[config.mk]
export PLATFORM = sky130hd
export DESIGN_NAME = tmr_timer8
export DESIGN_NICKNAME = d
export VERILOG_FILES = /design/src/common/tmr_pkg.sv /design/src/design/tmr_timer8.sv
export VERILOG_INCLUDE_DIRS = /design/src /design/src/common
export SDC_FILE = /design/constraint.sdc
export NUM_CORES = 1
export LEC_CHECK = 0
export ABC_AREA = 1
export BUFFER_PORTS_ARGS = -buffer_cell sky130_fd_sc_hd__buf_4
export CAP_MARGIN = 20
export CORE_MARGIN = 3
export CORE_UTILIZATION = 32
export DETAILED_ROUTE_END_ITERATION = 8
export PLACE_DENSITY = 0.5
export SYNTH_ARGS = -nofsm -noshare
export SYNTH_HDL_FRONTEND = slang
export SYNTH_SLANG_ARGS = --single-unit
[constraint.sdc]
create_clock -name clk_in -period 2.4 [get_ports clk_in]
set_input_delay 0.36 -clock clk_in [delete_from_list [all_inputs] [get_ports clk_in]]
set_output_delay 0.36 -clock clk_in [all_outputs]
set_load 0.03 [all_outputs]
[src/common/tmr_cfg.svh]
`ifndef TMR_CFG_SVH
`define TMR_CFG_SVH
// ==========================================
// register byte offsets on the apb window
`define TMR_ADDR_W 8
`define TMR_OFF_CTRL_A 8'h00
`define TMR_OFF_CTRL_B 8'h04
`define TMR_OFF_COUNT 8'h08
`define TMR_OFF_MATCH_A 8'h0C
`define TMR_OFF_MATCH_B 8'h10
`define TMR_OFF_IRQ_MASK 8'h14
`define TMR_OFF_IRQ_FLAG 8'h18
// ==========================================
// control register a fields
`define TMR_ACT_A_HI 7
`define TMR_ACT_A_LO 6
`define TMR_ACT_B_HI 5
`define TMR_ACT_B_LO 4
`define TMR_MODE_LOW_HI 1
`define TMR_MODE_LOW_LO 0
// control register b fields
`define TMR_FORCE_A 7
`define TMR_FORCE_B 6
`define TMR_MODE_HIGH 3
`define TMR_CSEL_HI 2
`define TMR_CSEL_LO 0
// flag and mask bit positions
`define TMR_IRQ_MB 2
`define TMR_IRQ_WRAP 1
`define TMR_IRQ_MA 0
// ==========================================
// counter values and reset values
`define TMR_MAX 8'hFF
`define TMR_BOTTOM 8'h00
`define TMR_RST8 8'h00
`define TMR_RST2 2'h0
`define TMR_RST3 3'h0
`define TMR_ONE8 8'h01
// ==========================================
// waveform modes
`define TMR_MODE_NORMAL 3'h0
`define TMR_MODE_PC_FF 3'h1
`define TMR_MODE_CTC 3'h2
`define TMR_MODE_FAST_FF 3'h3
`define TMR_MODE_PC_A 3'h5
`define TMR_MODE_FAST_A 3'h7
// output action codes
`define TMR_ACT_OFF 2'h0
`define TMR_ACT_TOGGLE 2'h1
`define TMR_ACT_CLEAR 2'h2
`define TMR_ACT_SET 2'h3
// ==========================================
// clock select codes
`define TMR_CS_STOP 3'h0
`define TMR_CS_IO 3'h1
`define TMR_CS_8 3'h2
`define TMR_CS_64 3'h3
`define TMR_CS_256 3'h4
`define TMR_CS_1024 3'h5
`define TMR_CS_FALL 3'h6
`define TMR_CS_RISE 3'h7
// prescaler width and tap masks
`define TMR_PS_W 10
`define TMR_PS_RST 10'h000
`define TMR_PS_ONE 10'h001
`define TMR_TAP_8 10'h007
`define TMR_TAP_64 10'h03F
`define TMR_TAP_256 10'h0FF
`define TMR_TAP_1024 10'h3FF
`endif

[src/common/tmr_pkg.sv]
// ==========================================
// shared types of the 8-bit timer
package tmr_pkg;
   // counting direction, one-hot
   typedef enum logic [1:0] {
      TMR_DIR_UP = 2'b01,
      TMR_DIR_DOWN = 2'b10
   } tmr_dir_t;
   // decoded waveform mode
   typedef struct packed {
      logic pwm;
      logic fast;
      logic phase;
      logic clear_on_match_mode;
      logic top_from_a;
   } tmr_mode_t;
   // one compare output pin: level and driver enable
   typedef struct packed {
      logic val;
      logic oe;
   } tmr_pin_t;
endpackage

[src/design/tmr_timer8.sv]
`timescale 1ns/1ns
`default_nettype none
`include "tmr_cfg.svh"

// ==========================================
// 8-bit timer with two compare outputs
// Overview of operation
// RULE1 - nonzero action b routes wave to pin
// RULE2 - non-pwm: off, toggle, clear, set on match
// RULE3 - fast pwm: clear match set top, inverse
// RULE4 - match equal top ignored, top action kept
// RULE5 - phase pwm: clear up, set down, inverse
// RULE6 - mode selects sequence and top source
// RULE7 - pwm compare values load at top only
// RULE8 - wrap flag at max, bottom or top
// RULE9 - mode from ctrl a low bits plus b
// RULE10 - force bit makes immediate match non-pwm
// RULE11 - software writes force zero in pwm
// RULE12 - forced match sets no flag, no clear
// RULE13 - force bits are strobes reading zero
// RULE14 - reserved control and mask bits read zero
// RULE15 - clock select: stop, io, taps, external
// RULE16 - external edges count even if output
// RULE17 - count writable, write blocks next match
// RULE18 - both compare values compared continuously
// RULE19 - phase mode holds top one tick, reverses
// RULE20 - flags clear on service or write one
// RULE21 - counter wraps after top or match a
module tmr_timer8 (
   // clock and reset
   input wire logic clk_in,
   input wire logic rst_in,
   // apb slave
   input wire logic psel_in,
   input wire logic penable_in,
   input wire logic pwrite_in,
   input wire logic [`TMR_ADDR_W-1:0] paddr_in,
   input wire logic [31:0] pwdata_in,
   output logic [31:0] prdata_out,
   output logic pready_out,
   output logic pslverr_out,
   // port logic of the two output pins, bit 1 is b, bit 0 is a
   input wire logic [1:0] port_dir_in,
   input wire logic [1:0] port_val_in,
   output tmr_pkg::tmr_pin_t wave_out_a_out,
   output tmr_pkg::tmr_pin_t wave_out_b_out,
   // external count pin and interrupt requests
   input wire logic ext_count_pin_in,
   input wire logic [2:0] irq_ack_in,
   output logic [2:0] irq_req_out
);

   // ==========================================
   // state
   logic [1:0] chan_a_output_action_q;
   logic [1:0] chan_b_output_action_q;
   logic [1:0] wave_mode_low_bits_q;
   logic wave_mode_high_bit_q;
   logic [2:0] count_clock_sel_q;
   logic [7:0] count_value_q;
   logic [7:0] match_buf_a_q;
   logic [7:0] match_buf_b_q;
   logic [7:0] match_value_a_q;
   logic [7:0] match_value_b_q;
   logic [2:0] irq_mask_q;
   logic [2:0] irq_flag_q;
   logic [`TMR_PS_W-1:0] presc_q;
   logic ext_s1_q;
   logic ext_s2_q;
   logic ext_s3_q;
   logic block_q;
   logic wave_a_q;
   logic wave_b_q;
   logic [31:0] prdata_q;
   tmr_pkg::tmr_dir_t dir_q;
   tmr_pkg::tmr_pin_t pin_a_q;
   tmr_pkg::tmr_pin_t pin_b_q;

   // ==========================================
   // combinational nets
   logic [2:0] wave_mode_sel;
   tmr_pkg::tmr_mode_t mode;
   logic setup_ph;
   logic access_ph;
   logic wr_ctrl_a, wr_ctrl_b, wr_count, wr_match_a, wr_match_b, wr_mask, wr_flag;
   logic mapped;
   logic [31:0] rd_mux;
   logic tick;
   logic [7:0] top;
   logic at_top;
   logic hit_a, hit_b;
   logic force_a, force_b;
   logic wrap_set;
   logic [2:0] flag_set;
   logic [2:0] flag_clr;
   logic [7:0] count_d;
   tmr_pkg::tmr_dir_t dir_d;

   // ==========================================
   // mode decode
   assign wave_mode_sel = {wave_mode_high_bit_q, wave_mode_low_bits_q}; // RULE9

   // reserved codes 4 and 6 run as plain up counters to 0xff
   always_comb
   begin
      mode = '0;
      case (wave_mode_sel) // RULE6
         `TMR_MODE_PC_FF:
         begin
            mode.pwm = 1'b1;
            mode.phase = 1'b1;
         end
         `TMR_MODE_CTC:
         begin
            mode.clear_on_match_mode = 1'b1;
            mode.top_from_a = 1'b1;
         end
         `TMR_MODE_FAST_FF:
         begin
            mode.pwm = 1'b1;
            mode.fast = 1'b1;
         end
         `TMR_MODE_PC_A:
         begin
            mode.pwm = 1'b1;
            mode.phase = 1'b1;
            mode.top_from_a = 1'b1;
         end
         `TMR_MODE_FAST_A:
         begin
            mode.pwm = 1'b1;
            mode.fast = 1'b1;
            mode.top_from_a = 1'b1;
         end
         default:
         begin
            mode = '0;
         end
      endcase
   end

   // ==========================================
   // apb decode, zero wait states
   assign setup_ph = psel_in && !penable_in;
   assign access_ph = psel_in && penable_in;
   assign wr_ctrl_a = access_ph && pwrite_in && (paddr_in == `TMR_OFF_CTRL_A);
   assign wr_ctrl_b = access_ph && pwrite_in && (paddr_in == `TMR_OFF_CTRL_B);
   assign wr_count = access_ph && pwrite_in && (paddr_in == `TMR_OFF_COUNT);
   assign wr_match_a = access_ph && pwrite_in && (paddr_in == `TMR_OFF_MATCH_A);
   assign wr_match_b = access_ph && pwrite_in && (paddr_in == `TMR_OFF_MATCH_B);
   assign wr_mask = access_ph && pwrite_in && (paddr_in == `TMR_OFF_IRQ_MASK);
   assign wr_flag = access_ph && pwrite_in && (paddr_in == `TMR_OFF_IRQ_FLAG);
   assign pready_out = 1'b1;
   assign pslverr_out = access_ph && !mapped;
   assign prdata_out = prdata_q;

   // read mux; force strobes and reserved bits always read zero
   always_comb
   begin
      rd_mux = '0;
      mapped = 1'b1;
      case (paddr_in)
         `TMR_OFF_CTRL_A: // RULE14
         begin
            rd_mux[`TMR_ACT_A_HI:`TMR_ACT_A_LO] = chan_a_output_action_q;
            rd_mux[`TMR_ACT_B_HI:`TMR_ACT_B_LO] = chan_b_output_action_q;
            rd_mux[`TMR_MODE_LOW_HI:`TMR_MODE_LOW_LO] = wave_mode_low_bits_q;
         end
         `TMR_OFF_CTRL_B: // RULE13
         begin
            rd_mux[`TMR_MODE_HIGH] = wave_mode_high_bit_q;
            rd_mux[`TMR_CSEL_HI:`TMR_CSEL_LO] = count_clock_sel_q;
         end
         `TMR_OFF_COUNT: rd_mux[7:0] = count_value_q; // RULE17
         `TMR_OFF_MATCH_A: rd_mux[7:0] = match_buf_a_q;
         `TMR_OFF_MATCH_B: rd_mux[7:0] = match_buf_b_q;
         `TMR_OFF_IRQ_MASK: rd_mux[2:0] = irq_mask_q;
         `TMR_OFF_IRQ_FLAG: rd_mux[2:0] = irq_flag_q;
         default: mapped = 1'b0;
      endcase
   end

   // read data is captured in the setup phase so it comes from a flop
   always_ff @(posedge clk_in)
   begin
      if (rst_in)
         prdata_q <= '0;
      else if (setup_ph && !pwrite_in)
         prdata_q <= rd_mux;
   end

   // ==========================================
   // control registers
   always_ff @(posedge clk_in)
   begin
      if (rst_in)
      begin
         chan_a_output_action_q <= `TMR_RST2;
         chan_b_output_action_q <= `TMR_RST2;
         wave_mode_low_bits_q <= `TMR_RST2;
         wave_mode_high_bit_q <= 1'b0;
         count_clock_sel_q <= `TMR_RST3;
         irq_mask_q <= `TMR_RST3;
      end
      else
      begin
         if (wr_ctrl_a)
         begin
            chan_a_output_action_q <= pwdata_in[`TMR_ACT_A_HI:`TMR_ACT_A_LO];
            chan_b_output_action_q <= pwdata_in[`TMR_ACT_B_HI:`TMR_ACT_B_LO];
            wave_mode_low_bits_q <= pwdata_in[`TMR_MODE_LOW_HI:`TMR_MODE_LOW_LO]; // RULE9
         end
         if (wr_ctrl_b)
         begin
            wave_mode_high_bit_q <= pwdata_in[`TMR_MODE_HIGH]; // RULE9
            count_clock_sel_q <= pwdata_in[`TMR_CSEL_HI:`TMR_CSEL_LO];
         end
         if (wr_mask)
            irq_mask_q <= pwdata_in[2:0];
      end
   end

   // force strobes are never stored; pwm modes ignore them, software keeps them zero there
   assign force_a = wr_ctrl_b && pwdata_in[`TMR_FORCE_A] && !mode.pwm; // RULE10 RULE11
   assign force_b = wr_ctrl_b && pwdata_in[`TMR_FORCE_B] && !mode.pwm; // RULE10 RULE11

   // ==========================================
   // clock source: free running prescaler and pin edge detector
   always_ff @(posedge clk_in)
   begin
      if (rst_in)
         presc_q <= `TMR_PS_RST;
      else
         presc_q <= presc_q + `TMR_PS_ONE;
   end

   // pin is synchronised whatever its direction, so software can drive the count
   always_ff @(posedge clk_in)
   begin
      if (rst_in)
      begin
         ext_s1_q <= 1'b0;
         ext_s2_q <= 1'b0;
         ext_s3_q <= 1'b0;
      end
      else
      begin
         ext_s1_q <= ext_count_pin_in; // RULE16
         ext_s2_q <= ext_s1_q;
         ext_s3_q <= ext_s2_q;
      end
   end

   // timer tick select
   always_comb
   begin
      case (count_clock_sel_q) // RULE15
         `TMR_CS_STOP: tick = 1'b0;
         `TMR_CS_IO: tick = 1'b1;
         `TMR_CS_8: tick = (presc_q & `TMR_TAP_8) == `TMR_TAP_8;
         `TMR_CS_64: tick = (presc_q & `TMR_TAP_64) == `TMR_TAP_64;
         `TMR_CS_256: tick = (presc_q & `TMR_TAP_256) == `TMR_TAP_256;
         `TMR_CS_1024: tick = (presc_q & `TMR_TAP_1024) == `TMR_TAP_1024;
         `TMR_CS_FALL: tick = !ext_s2_q && ext_s3_q; // RULE16
         `TMR_CS_RISE: tick = ext_s2_q && !ext_s3_q; // RULE16
         default: tick = 1'b0;
      endcase
   end

   // ==========================================
   // compare units
   assign top = mode.top_from_a ? match_value_a_q : `TMR_MAX; // RULE6
   assign at_top = count_value_q == top;
   assign hit_a = tick && !block_q && (count_value_q == match_value_a_q); // RULE18
   assign hit_b = tick && !block_q && (count_value_q == match_value_b_q); // RULE18

   // a count write masks the match on the following tick only
   always_ff @(posedge clk_in)
   begin
      if (rst_in)
         block_q <= 1'b0;
      else if (wr_count)
         block_q <= 1'b1; // RULE17
      else if (tick)
         block_q <= 1'b0;
   end

   // written values are buffered; the compare sees them at once or at top
   always_ff @(posedge clk_in)
   begin
      if (rst_in)
      begin
         match_buf_a_q <= `TMR_RST8;
         match_buf_b_q <= `TMR_RST8;
         match_value_a_q <= `TMR_RST8;
         match_value_b_q <= `TMR_RST8;
      end
      else
      begin
         if (wr_match_a)
            match_buf_a_q <= pwdata_in[7:0];
         if (wr_match_b)
            match_buf_b_q <= pwdata_in[7:0];
         if (!mode.pwm)
         begin
            match_value_a_q <= wr_match_a ? pwdata_in[7:0] : match_buf_a_q; // RULE7
            match_value_b_q <= wr_match_b ? pwdata_in[7:0] : match_buf_b_q; // RULE7
         end
         else if (tick && at_top)
         begin
            match_value_a_q <= match_buf_a_q; // RULE7
            match_value_b_q <= match_buf_b_q; // RULE7
         end
      end
   end

   // ==========================================
   // counter sequence
   always_comb
   begin
      count_d = count_value_q;
      dir_d = dir_q;
      if (mode.phase) // RULE19
      begin
         if (dir_q == tmr_pkg::TMR_DIR_UP && count_value_q >= top)
         begin
            dir_d = tmr_pkg::TMR_DIR_DOWN;
            count_d = count_value_q - `TMR_ONE8;
         end
         else if (dir_q == tmr_pkg::TMR_DIR_DOWN && count_value_q == `TMR_BOTTOM)
         begin
            dir_d = tmr_pkg::TMR_DIR_UP;
            count_d = count_value_q + `TMR_ONE8;
         end
         else if (dir_q == tmr_pkg::TMR_DIR_UP)
            count_d = count_value_q + `TMR_ONE8;
         else
            count_d = count_value_q - `TMR_ONE8;
      end
      else
      begin
         dir_d = tmr_pkg::TMR_DIR_UP;
         if (at_top) // RULE21
            count_d = `TMR_BOTTOM;
         else
            count_d = count_value_q + `TMR_ONE8;
      end
   end

   // software writes win over a tick in the same cycle
   always_ff @(posedge clk_in)
   begin
      if (rst_in)
      begin
         count_value_q <= `TMR_RST8;
         dir_q <= tmr_pkg::TMR_DIR_UP;
      end
      else if (wr_count)
         count_value_q <= pwdata_in[7:0]; // RULE17
      else if (tick)
      begin
         count_value_q <= count_d;
         dir_q <= dir_d;
      end
   end

   // ==========================================
   // flags: hardware set beats a same-cycle clear
   always_comb
   begin
      if (mode.phase)
         wrap_set = tick && count_value_q == `TMR_BOTTOM; // RULE8
      else if (wave_mode_sel == `TMR_MODE_FAST_A)
         wrap_set = tick && at_top; // RULE8
      else
         wrap_set = tick && count_value_q == `TMR_MAX; // RULE8
   end

   assign flag_set = {hit_b, wrap_set, hit_a}; // RULE12
   assign flag_clr = irq_ack_in | (wr_flag ? pwdata_in[2:0] : 3'h0); // RULE20
   assign irq_req_out = irq_flag_q & irq_mask_q;

   always_ff @(posedge clk_in)
   begin
      if (rst_in)
         irq_flag_q <= `TMR_RST3;
      else
         irq_flag_q <= (irq_flag_q & ~flag_clr) | flag_set; // RULE20
   end

   // ==========================================
   // waveform generators
   function automatic logic wave_next(input logic cur, input logic [1:0] act, input tmr_pkg::tmr_mode_t m,
                                      input logic hit, input logic frc, input logic tick_top,
                                      input logic ocr_top, input logic up, input logic tog_ok);
      logic nxt;
      nxt = cur;
      if (!m.pwm)
      begin
         if (hit || frc) // RULE2 RULE10
         begin
            case (act)
               `TMR_ACT_TOGGLE: nxt = !cur;
               `TMR_ACT_CLEAR: nxt = 1'b0;
               `TMR_ACT_SET: nxt = 1'b1;
               default: nxt = cur;
            endcase
         end
      end
      else if (act[1])
      begin
         if (hit && !ocr_top) // RULE4
            nxt = (m.fast || up) ? act[0] : !act[0]; // RULE3 RULE5
         else if (tick_top && (m.fast || ocr_top))
            nxt = !act[0]; // RULE3 RULE4
      end
      else if (act == `TMR_ACT_TOGGLE && tog_ok && hit)
         nxt = !cur;
      return nxt;
   endfunction

   // channel a may toggle in pwm when the top comes from it; channel b never does
   always_ff @(posedge clk_in)
   begin
      if (rst_in)
      begin
         wave_a_q <= 1'b0;
         wave_b_q <= 1'b0;
      end
      else
      begin
         wave_a_q <= wave_next(wave_a_q, chan_a_output_action_q, mode, hit_a, force_a, tick && at_top,
                               match_value_a_q == top, dir_q == tmr_pkg::TMR_DIR_UP, wave_mode_high_bit_q);
         wave_b_q <= wave_next(wave_b_q, chan_b_output_action_q, mode, hit_b, force_b, tick && at_top,
                               match_value_b_q == top, dir_q == tmr_pkg::TMR_DIR_UP, 1'b0);
      end
   end

   // pin mux: wave takes over while its action is nonzero, driver follows port direction
   always_ff @(posedge clk_in)
   begin
      if (rst_in)
      begin
         pin_a_q <= '0;
         pin_b_q <= '0;
      end
      else
      begin
         pin_a_q.val <= (chan_a_output_action_q != `TMR_ACT_OFF) ? wave_a_q : port_val_in[0];
         pin_a_q.oe <= port_dir_in[0];
         pin_b_q.val <= (chan_b_output_action_q != `TMR_ACT_OFF) ? wave_b_q : port_val_in[1]; // RULE1
         pin_b_q.oe <= port_dir_in[1]; // RULE1
      end
   end

   assign wave_out_a_out = pin_a_q;
   assign wave_out_b_out = pin_b_q;
endmodule

`default_nettype wire

==> impl_metrics.prom <==
# TYPE chip_impl_metric gauge
chip_impl_info{name="outcome",value="complete, no violations"} 1
chip_impl_metric{name="worst_setup_hold_path_clk_slew",unit="ns"} 0.07
chip_impl_metric{name="number_of_antenna_violations_at_the_first_check_in_global_routing",unit=""} 0
chip_impl_metric{name="drive_above_1_share",unit="%"} 19.8
chip_impl_info{name="layout_commonest_cell",value="sky130_fd_sc_hd__nand2_1"} 1
chip_impl_metric{name="die_y",unit="µm"} 136
chip_impl_metric{name="fp.coreArea",unit="mm²"} 0.0162
chip_impl_metric{name="final.min_clock_period",unit="ns"} 2.27
chip_impl_metric{name="cts_num_sinks",unit=""} 86
chip_impl_info{name="clock-root-buffer",value="sky130_fd_sc_hd__clkbuf_16"} 1
chip_impl_metric{name="global_route.usage.met3",unit="%"} 2.07
chip_impl_metric{name="vias_in_the_first_global_route",unit=""} 4823
chip_impl_metric{name="post_synth_inst_count",unit=""} 798
chip_impl_metric{name="drv_slew",unit=""} 0
chip_impl_metric{name="asyncSetResetFlopFracSynth",unit="%"} 0
chip_impl_info{name="timing.critical_path.to_type",value="flop"} 1
chip_impl_metric{name="worstSkewPairLatency",unit="ns"} 0.35
chip_impl_metric{name="slew_headroom",unit="%"} 58.8
chip_impl_metric{name="critPathMaxStageDelay",unit="ns"} 0.35
chip_impl_metric{name="crit_required",unit="ns"} 2.61
chip_impl_metric{name="maxCapViolCount",unit=""} 0
chip_impl_metric{name="largest_net_degree_at_the_start_of_global_routing",unit=""} 55
chip_impl_metric{name="power_frac_comb",unit="%"} 7.0
chip_impl_metric{name="final.period_utilization",unit="%"} 94.7
chip_impl_metric{name="finish.instance_area",unit="mm²"} 0.00651
chip_impl_metric{name="place.port_buffers",unit=""} 44
chip_impl_metric{name="ant_nets",unit=""} 0
chip_impl_metric{name="power_per_cell_area",unit="mW/mm²"} 469
chip_impl_metric{name="clkPwrFrac",unit="%"} 45.7
chip_impl_info{name="crit_type",value="flop to flop"} 1
chip_impl_metric{name="nNetsFinal",unit=""} 940
chip_impl_metric{name="antennaDiodeCount",unit=""} 0
chip_impl_metric{name="final_number_of_setup_violating_endpoints",unit=""} 0
chip_impl_metric{name="post_synth.cell_area_avg",unit="µm²"} 6.78
chip_impl_metric{name="dpl_cell_area",unit="mm²"} 0.00605
chip_impl_metric{name="groute.layer.met1.usage",unit="%"} 25.1
chip_impl_metric{name="place_congestion",unit=""} 0.891
chip_impl_info{name="grt-busiest-layer",value="met2"} 1
chip_impl_metric{name="hold_violations",unit=""} 0
chip_impl_metric{name="clock.fmax",unit="MHz"} 440
chip_impl_info{name="hp_class",value="primary input to flop"} 1
chip_impl_metric{name="hpwl",unit="µm"} 12500
chip_impl_metric{name="multi_input_logic_area",unit="mm²"} 0.00314
chip_impl_metric{name="internal-power",unit="mW"} 2.25
chip_impl_metric{name="ctsLongestPathBuffers",unit=""} 2
chip_impl_metric{name="num_vias",unit=""} 5186
chip_impl_metric{name="synth_seq_cells",unit=""} 86
chip_impl_metric{name="seq_power_share",unit="%"} 47.3
chip_impl_metric{name="pin_count",unit=""} 94
chip_impl_metric{name="path_max_fanout",unit=""} 7
chip_impl_metric{name="fillerInstances",unit=""} 1761
chip_impl_metric{name="dieArea",unit="mm²"} 0.0185
chip_impl_info{name="rsz0062_at_grt",value="true"} 1
chip_impl_metric{name="drt_pass1_iterations",unit=""} 5
chip_impl_metric{name="flow.area_growth_from_synthesis",unit="%"} 20.3
chip_impl_metric{name="standard_cell_rows",unit=""} 46
chip_impl_metric{name="grtUsageTotal",unit="%"} 17.6
chip_impl_info{name="setup.worst_path.start_class",value="flop"} 1
chip_impl_metric{name="final_routed_wirelength_across_all_metal_layers",unit="µm"} 16200
chip_impl_metric{name="max-vdd-ir-drop",unit="µV"} 320
chip_impl_metric{name="h_tree_lvls",unit=""} 3
chip_impl_metric{name="power.switching",unit="mW"} 0.807
chip_impl_metric{name="wire_per_inst",unit="µm"} 14.9
chip_impl_info{name="synth_flop_cell",value="sky130_fd_sc_hd__dfxtp_1"} 1
chip_impl_metric{name="post-route-util",unit="%"} 40.1
chip_impl_metric{name="worst_pin_slew",unit="ns"} 0.618
chip_impl_metric{name="yosysWarningCount",unit=""} 0
chip_impl_info{name="crit_top_cell",value="sky130_fd_sc_hd__nand2_4"} 1
chip_impl_metric{name="synth_seq_area_share",unit="%"} 31.8
chip_impl_metric{name="floorplan.initialDensity",unit="%"} 33.3
chip_impl_metric{name="initial_drc_count",unit=""} 380
chip_impl_metric{name="grt_pass1_wl",unit="µm"} 25300
chip_impl_metric{name="grt.met2_usage",unit="%"} 27.7
chip_impl_info{name="critical_path.slowest_cell",value="sky130_fd_sc_hd__dfxtp_2"} 1
chip_impl_metric{name="overflow",unit=""} 0
chip_impl_metric{name="die_width",unit="µm"} 136
chip_impl_metric{name="cp_num_buf_inv",unit=""} 4
chip_impl_info{name="final_cell_mix",value="sky130_fd_sc_hd__nand2_1, sky130_fd_sc_hd__inv_1, sky130_fd_sc_hd__dfxtp_1"} 1
chip_impl_metric{name="viasPerCell",unit=""} 4.76
chip_impl_info{name="critical_path.top_delay_family",value="simple AND/OR/NAND/NOR gates"} 1
chip_impl_metric{name="worst-endpoint-arrival",unit="ns"} 2.48
chip_impl_metric{name="synth_enable_flop_cells",unit=""} 0
chip_impl_metric{name="power.static_leakage",unit="nW"} 3.08
chip_impl_info{name="worstPathCellList",value="inv_1, nand3_2, nand2_4, buf_4, nand2_2, inv_2, ha_4, nand4_1, nor2_4, nor2_2, nand2_2, nand2_4, nand2_4, buf_4, nand3_1, nand3_2, a31oi_1"} 1
chip_impl_metric{name="power_switching_share",unit="%"} 26.4
chip_impl_info{name="cts_tree",value="built"} 1
chip_impl_metric{name="skew",unit="ns"} 0.0115
chip_impl_metric{name="ff_latch_area",unit="mm²"} 0.00173
chip_impl_metric{name="drc_errors",unit=""} 0
chip_impl_metric{name="cts_buf_count",unit=""} 9
chip_impl_metric{name="syn-cell-area",unit="mm²"} 0.00541
chip_impl_metric{name="netlist-cell-type-count",unit=""} 45
## final timing paths
kind                                    endpoint                 start  slack [ns]  cells past startpoint
worst max-delay path            count_value_q[1]  wave_mode_high_bit_q        0.13                     17
worst min register to register          ext_s2_q              ext_s1_q        0.41                      2
worst max register to register  count_value_q[1]  wave_mode_high_bit_q        0.13                     17
worst min-delay path                    ext_s1_q      ext_count_pin_in        0.21                      3
## registers in the layout (all words and copies together), names as in the netlist, 3 cells and up
register	count
match_value_b_q	8
irq_flag_q	3
match_buf_b_q	8
count_clock_sel_q	3
match_buf_a_q	8
prdata_out	8
presc_q	10
match_value_a_q	8
irq_mask_q	3
count_value_q	8
## cell type report
type | count | share of cell area (%)
multi-input cells | 575 | 48.3
well taps | 216 | 4.15
repair buffers | 85 | 10.1
inverters | 112 | 6.50
clock inverters | 6 | 0.808
flip-flops and latches | 86 | 26.5
clock buffers | 10 | 3.67
## worst reg2reg max path: cells and delay by family, from the launching register on
kind,cells,cell delay (ns)
and+or+nand+nor,11,1.08
adders and majority gates,1,0.26
AOI/OAI and AO/OA,1,0.07
buffers and inverters,4,0.36
DFF,1,0.35
## metal layers
metal | vias to the layer above | share of wire [%] | routed length (µm)
met4 | 0 | 1.6 | 264
li1 | 2696 | - | -
met5 | - | 0 | 0
met3 | 18 | 3.4 | 556
met2 | 108 | 45 | 7250
met1 | 2364 | 50 | 8120
## synthesized netlist by cell type (2+ instances only)
master | count | area [µm²]
sky130_fd_sc_hd__ha_1 | 18 | 225
sky130_fd_sc_hd__nor3_2 | 2 | 20.0
sky130_fd_sc_hd__nor3_1 | 12 | 60.1
sky130_fd_sc_hd__o21ai_1 | 6 | 30.0
sky130_fd_sc_hd__nor4_1 | 4 | 25.0
sky130_fd_sc_hd__nand3b_1 | 3 | 22.5
sky130_fd_sc_hd__nand2_2 | 8 | 50.1
sky130_fd_sc_hd__nand4_1 | 8 | 50.1
sky130_fd_sc_hd__xor2_1 | 22 | 193
sky130_fd_sc_hd__mux2i_1 | 4 | 40.0
sky130_fd_sc_hd__buf_4 | 27 | 203
sky130_fd_sc_hd__nor2_1 | 84 | 315
sky130_fd_sc_hd__o21a_1 | 2 | 15.0
sky130_fd_sc_hd__a221oi_1 | 2 | 17.5
sky130_fd_sc_hd__nor2_2 | 7 | 43.8
sky130_fd_sc_hd__o21ai_2 | 5 | 43.8
sky130_fd_sc_hd__o21ai_0 | 35 | 175
sky130_fd_sc_hd__buf_2 | 4 | 20.0
sky130_fd_sc_hd__buf_6 | 5 | 56.3
sky130_fd_sc_hd__inv_2 | 14 | 52.6
sky130_fd_sc_hd__a21oi_1 | 70 | 350
sky130_fd_sc_hd__nand2_4 | 3 | 33.8
sky130_fd_sc_hd__clkbuf_1 | 12 | 45.0
sky130_fd_sc_hd__o311ai_0 | 4 | 35.0
sky130_fd_sc_hd__nor2_4 | 5 | 56.3
sky130_fd_sc_hd__nand3_2 | 2 | 20.0
sky130_fd_sc_hd__dfxtp_1 | 86 | 1720
sky130_fd_sc_hd__o221ai_1 | 5 | 43.8
sky130_fd_sc_hd__conb_1 | 2 | 7.51
sky130_fd_sc_hd__inv_1 | 98 | 368
sky130_fd_sc_hd__a31oi_1 | 14 | 87.6
sky130_fd_sc_hd__nand3_1 | 35 | 175
sky130_fd_sc_hd__a21oi_2 | 2 | 17.5
sky130_fd_sc_hd__o211ai_1 | 5 | 37.5
sky130_fd_sc_hd__o22ai_1 | 8 | 50.1
sky130_fd_sc_hd__nand2_1 | 166 | 623
## kinds of logic (layout without fill, tap and decap cells)
kind of cell	after synthesis	after routing	share of synthesized area, %
AND/OR/NAND/NOR	341	342	28.1
AO/OA/AOI/OAI	163	163	17.5
buffers and inverters	161	213	13.8
flip-flops	86	86	31.8
XOR/XNOR	23	23	3.72
adder cells (fa/ha/maj)	18	18	4.16
multiplexers	4	4	0.740
other	2	25	0.139
## what timing repair did
action | 4_1_cts | 5_1_grt
buffers inserted | 0 | 5
hold buffers | 0 | 0
gates resized for setup | 1 | 37
pin swaps | 0 | 11
setup endpoints to repair | 4 | 26
cloned | 0 | 1
## per-stage QoR
stage	total power, mW	hold WS (ns)	setup slack, ns	setup TNS [ns]	std cells
after floorplan	1.63	0.388	0.187	0	821
after global placement	1.69	0.392	-0.00619	-0.0120	1068
after detailed placement	1.69	0.405	-0.0144	-0.0162	1068
after CTS	3.10	0.199	0.0158	0	1084
after global routing	3.17	0.209	-0.0124	-0.0180	1090
final	3.05	0.206	0.128	0	1090
## power by group through the flow
stage / Clock [mW] / Combinational (mW) / Sequential (mW)
finish: 1.40 / 0.213 / 1.44
global route: 1.49 / 0.232 / 1.44
CTS: 1.44 / 0.213 / 1.44
detailed placement: 0 / 0.212 / 1.48
global placement: 0 / 0.212 / 1.48
floorplan: 0 / 0.148 / 1.49
(Power assumes the default switching activity.)
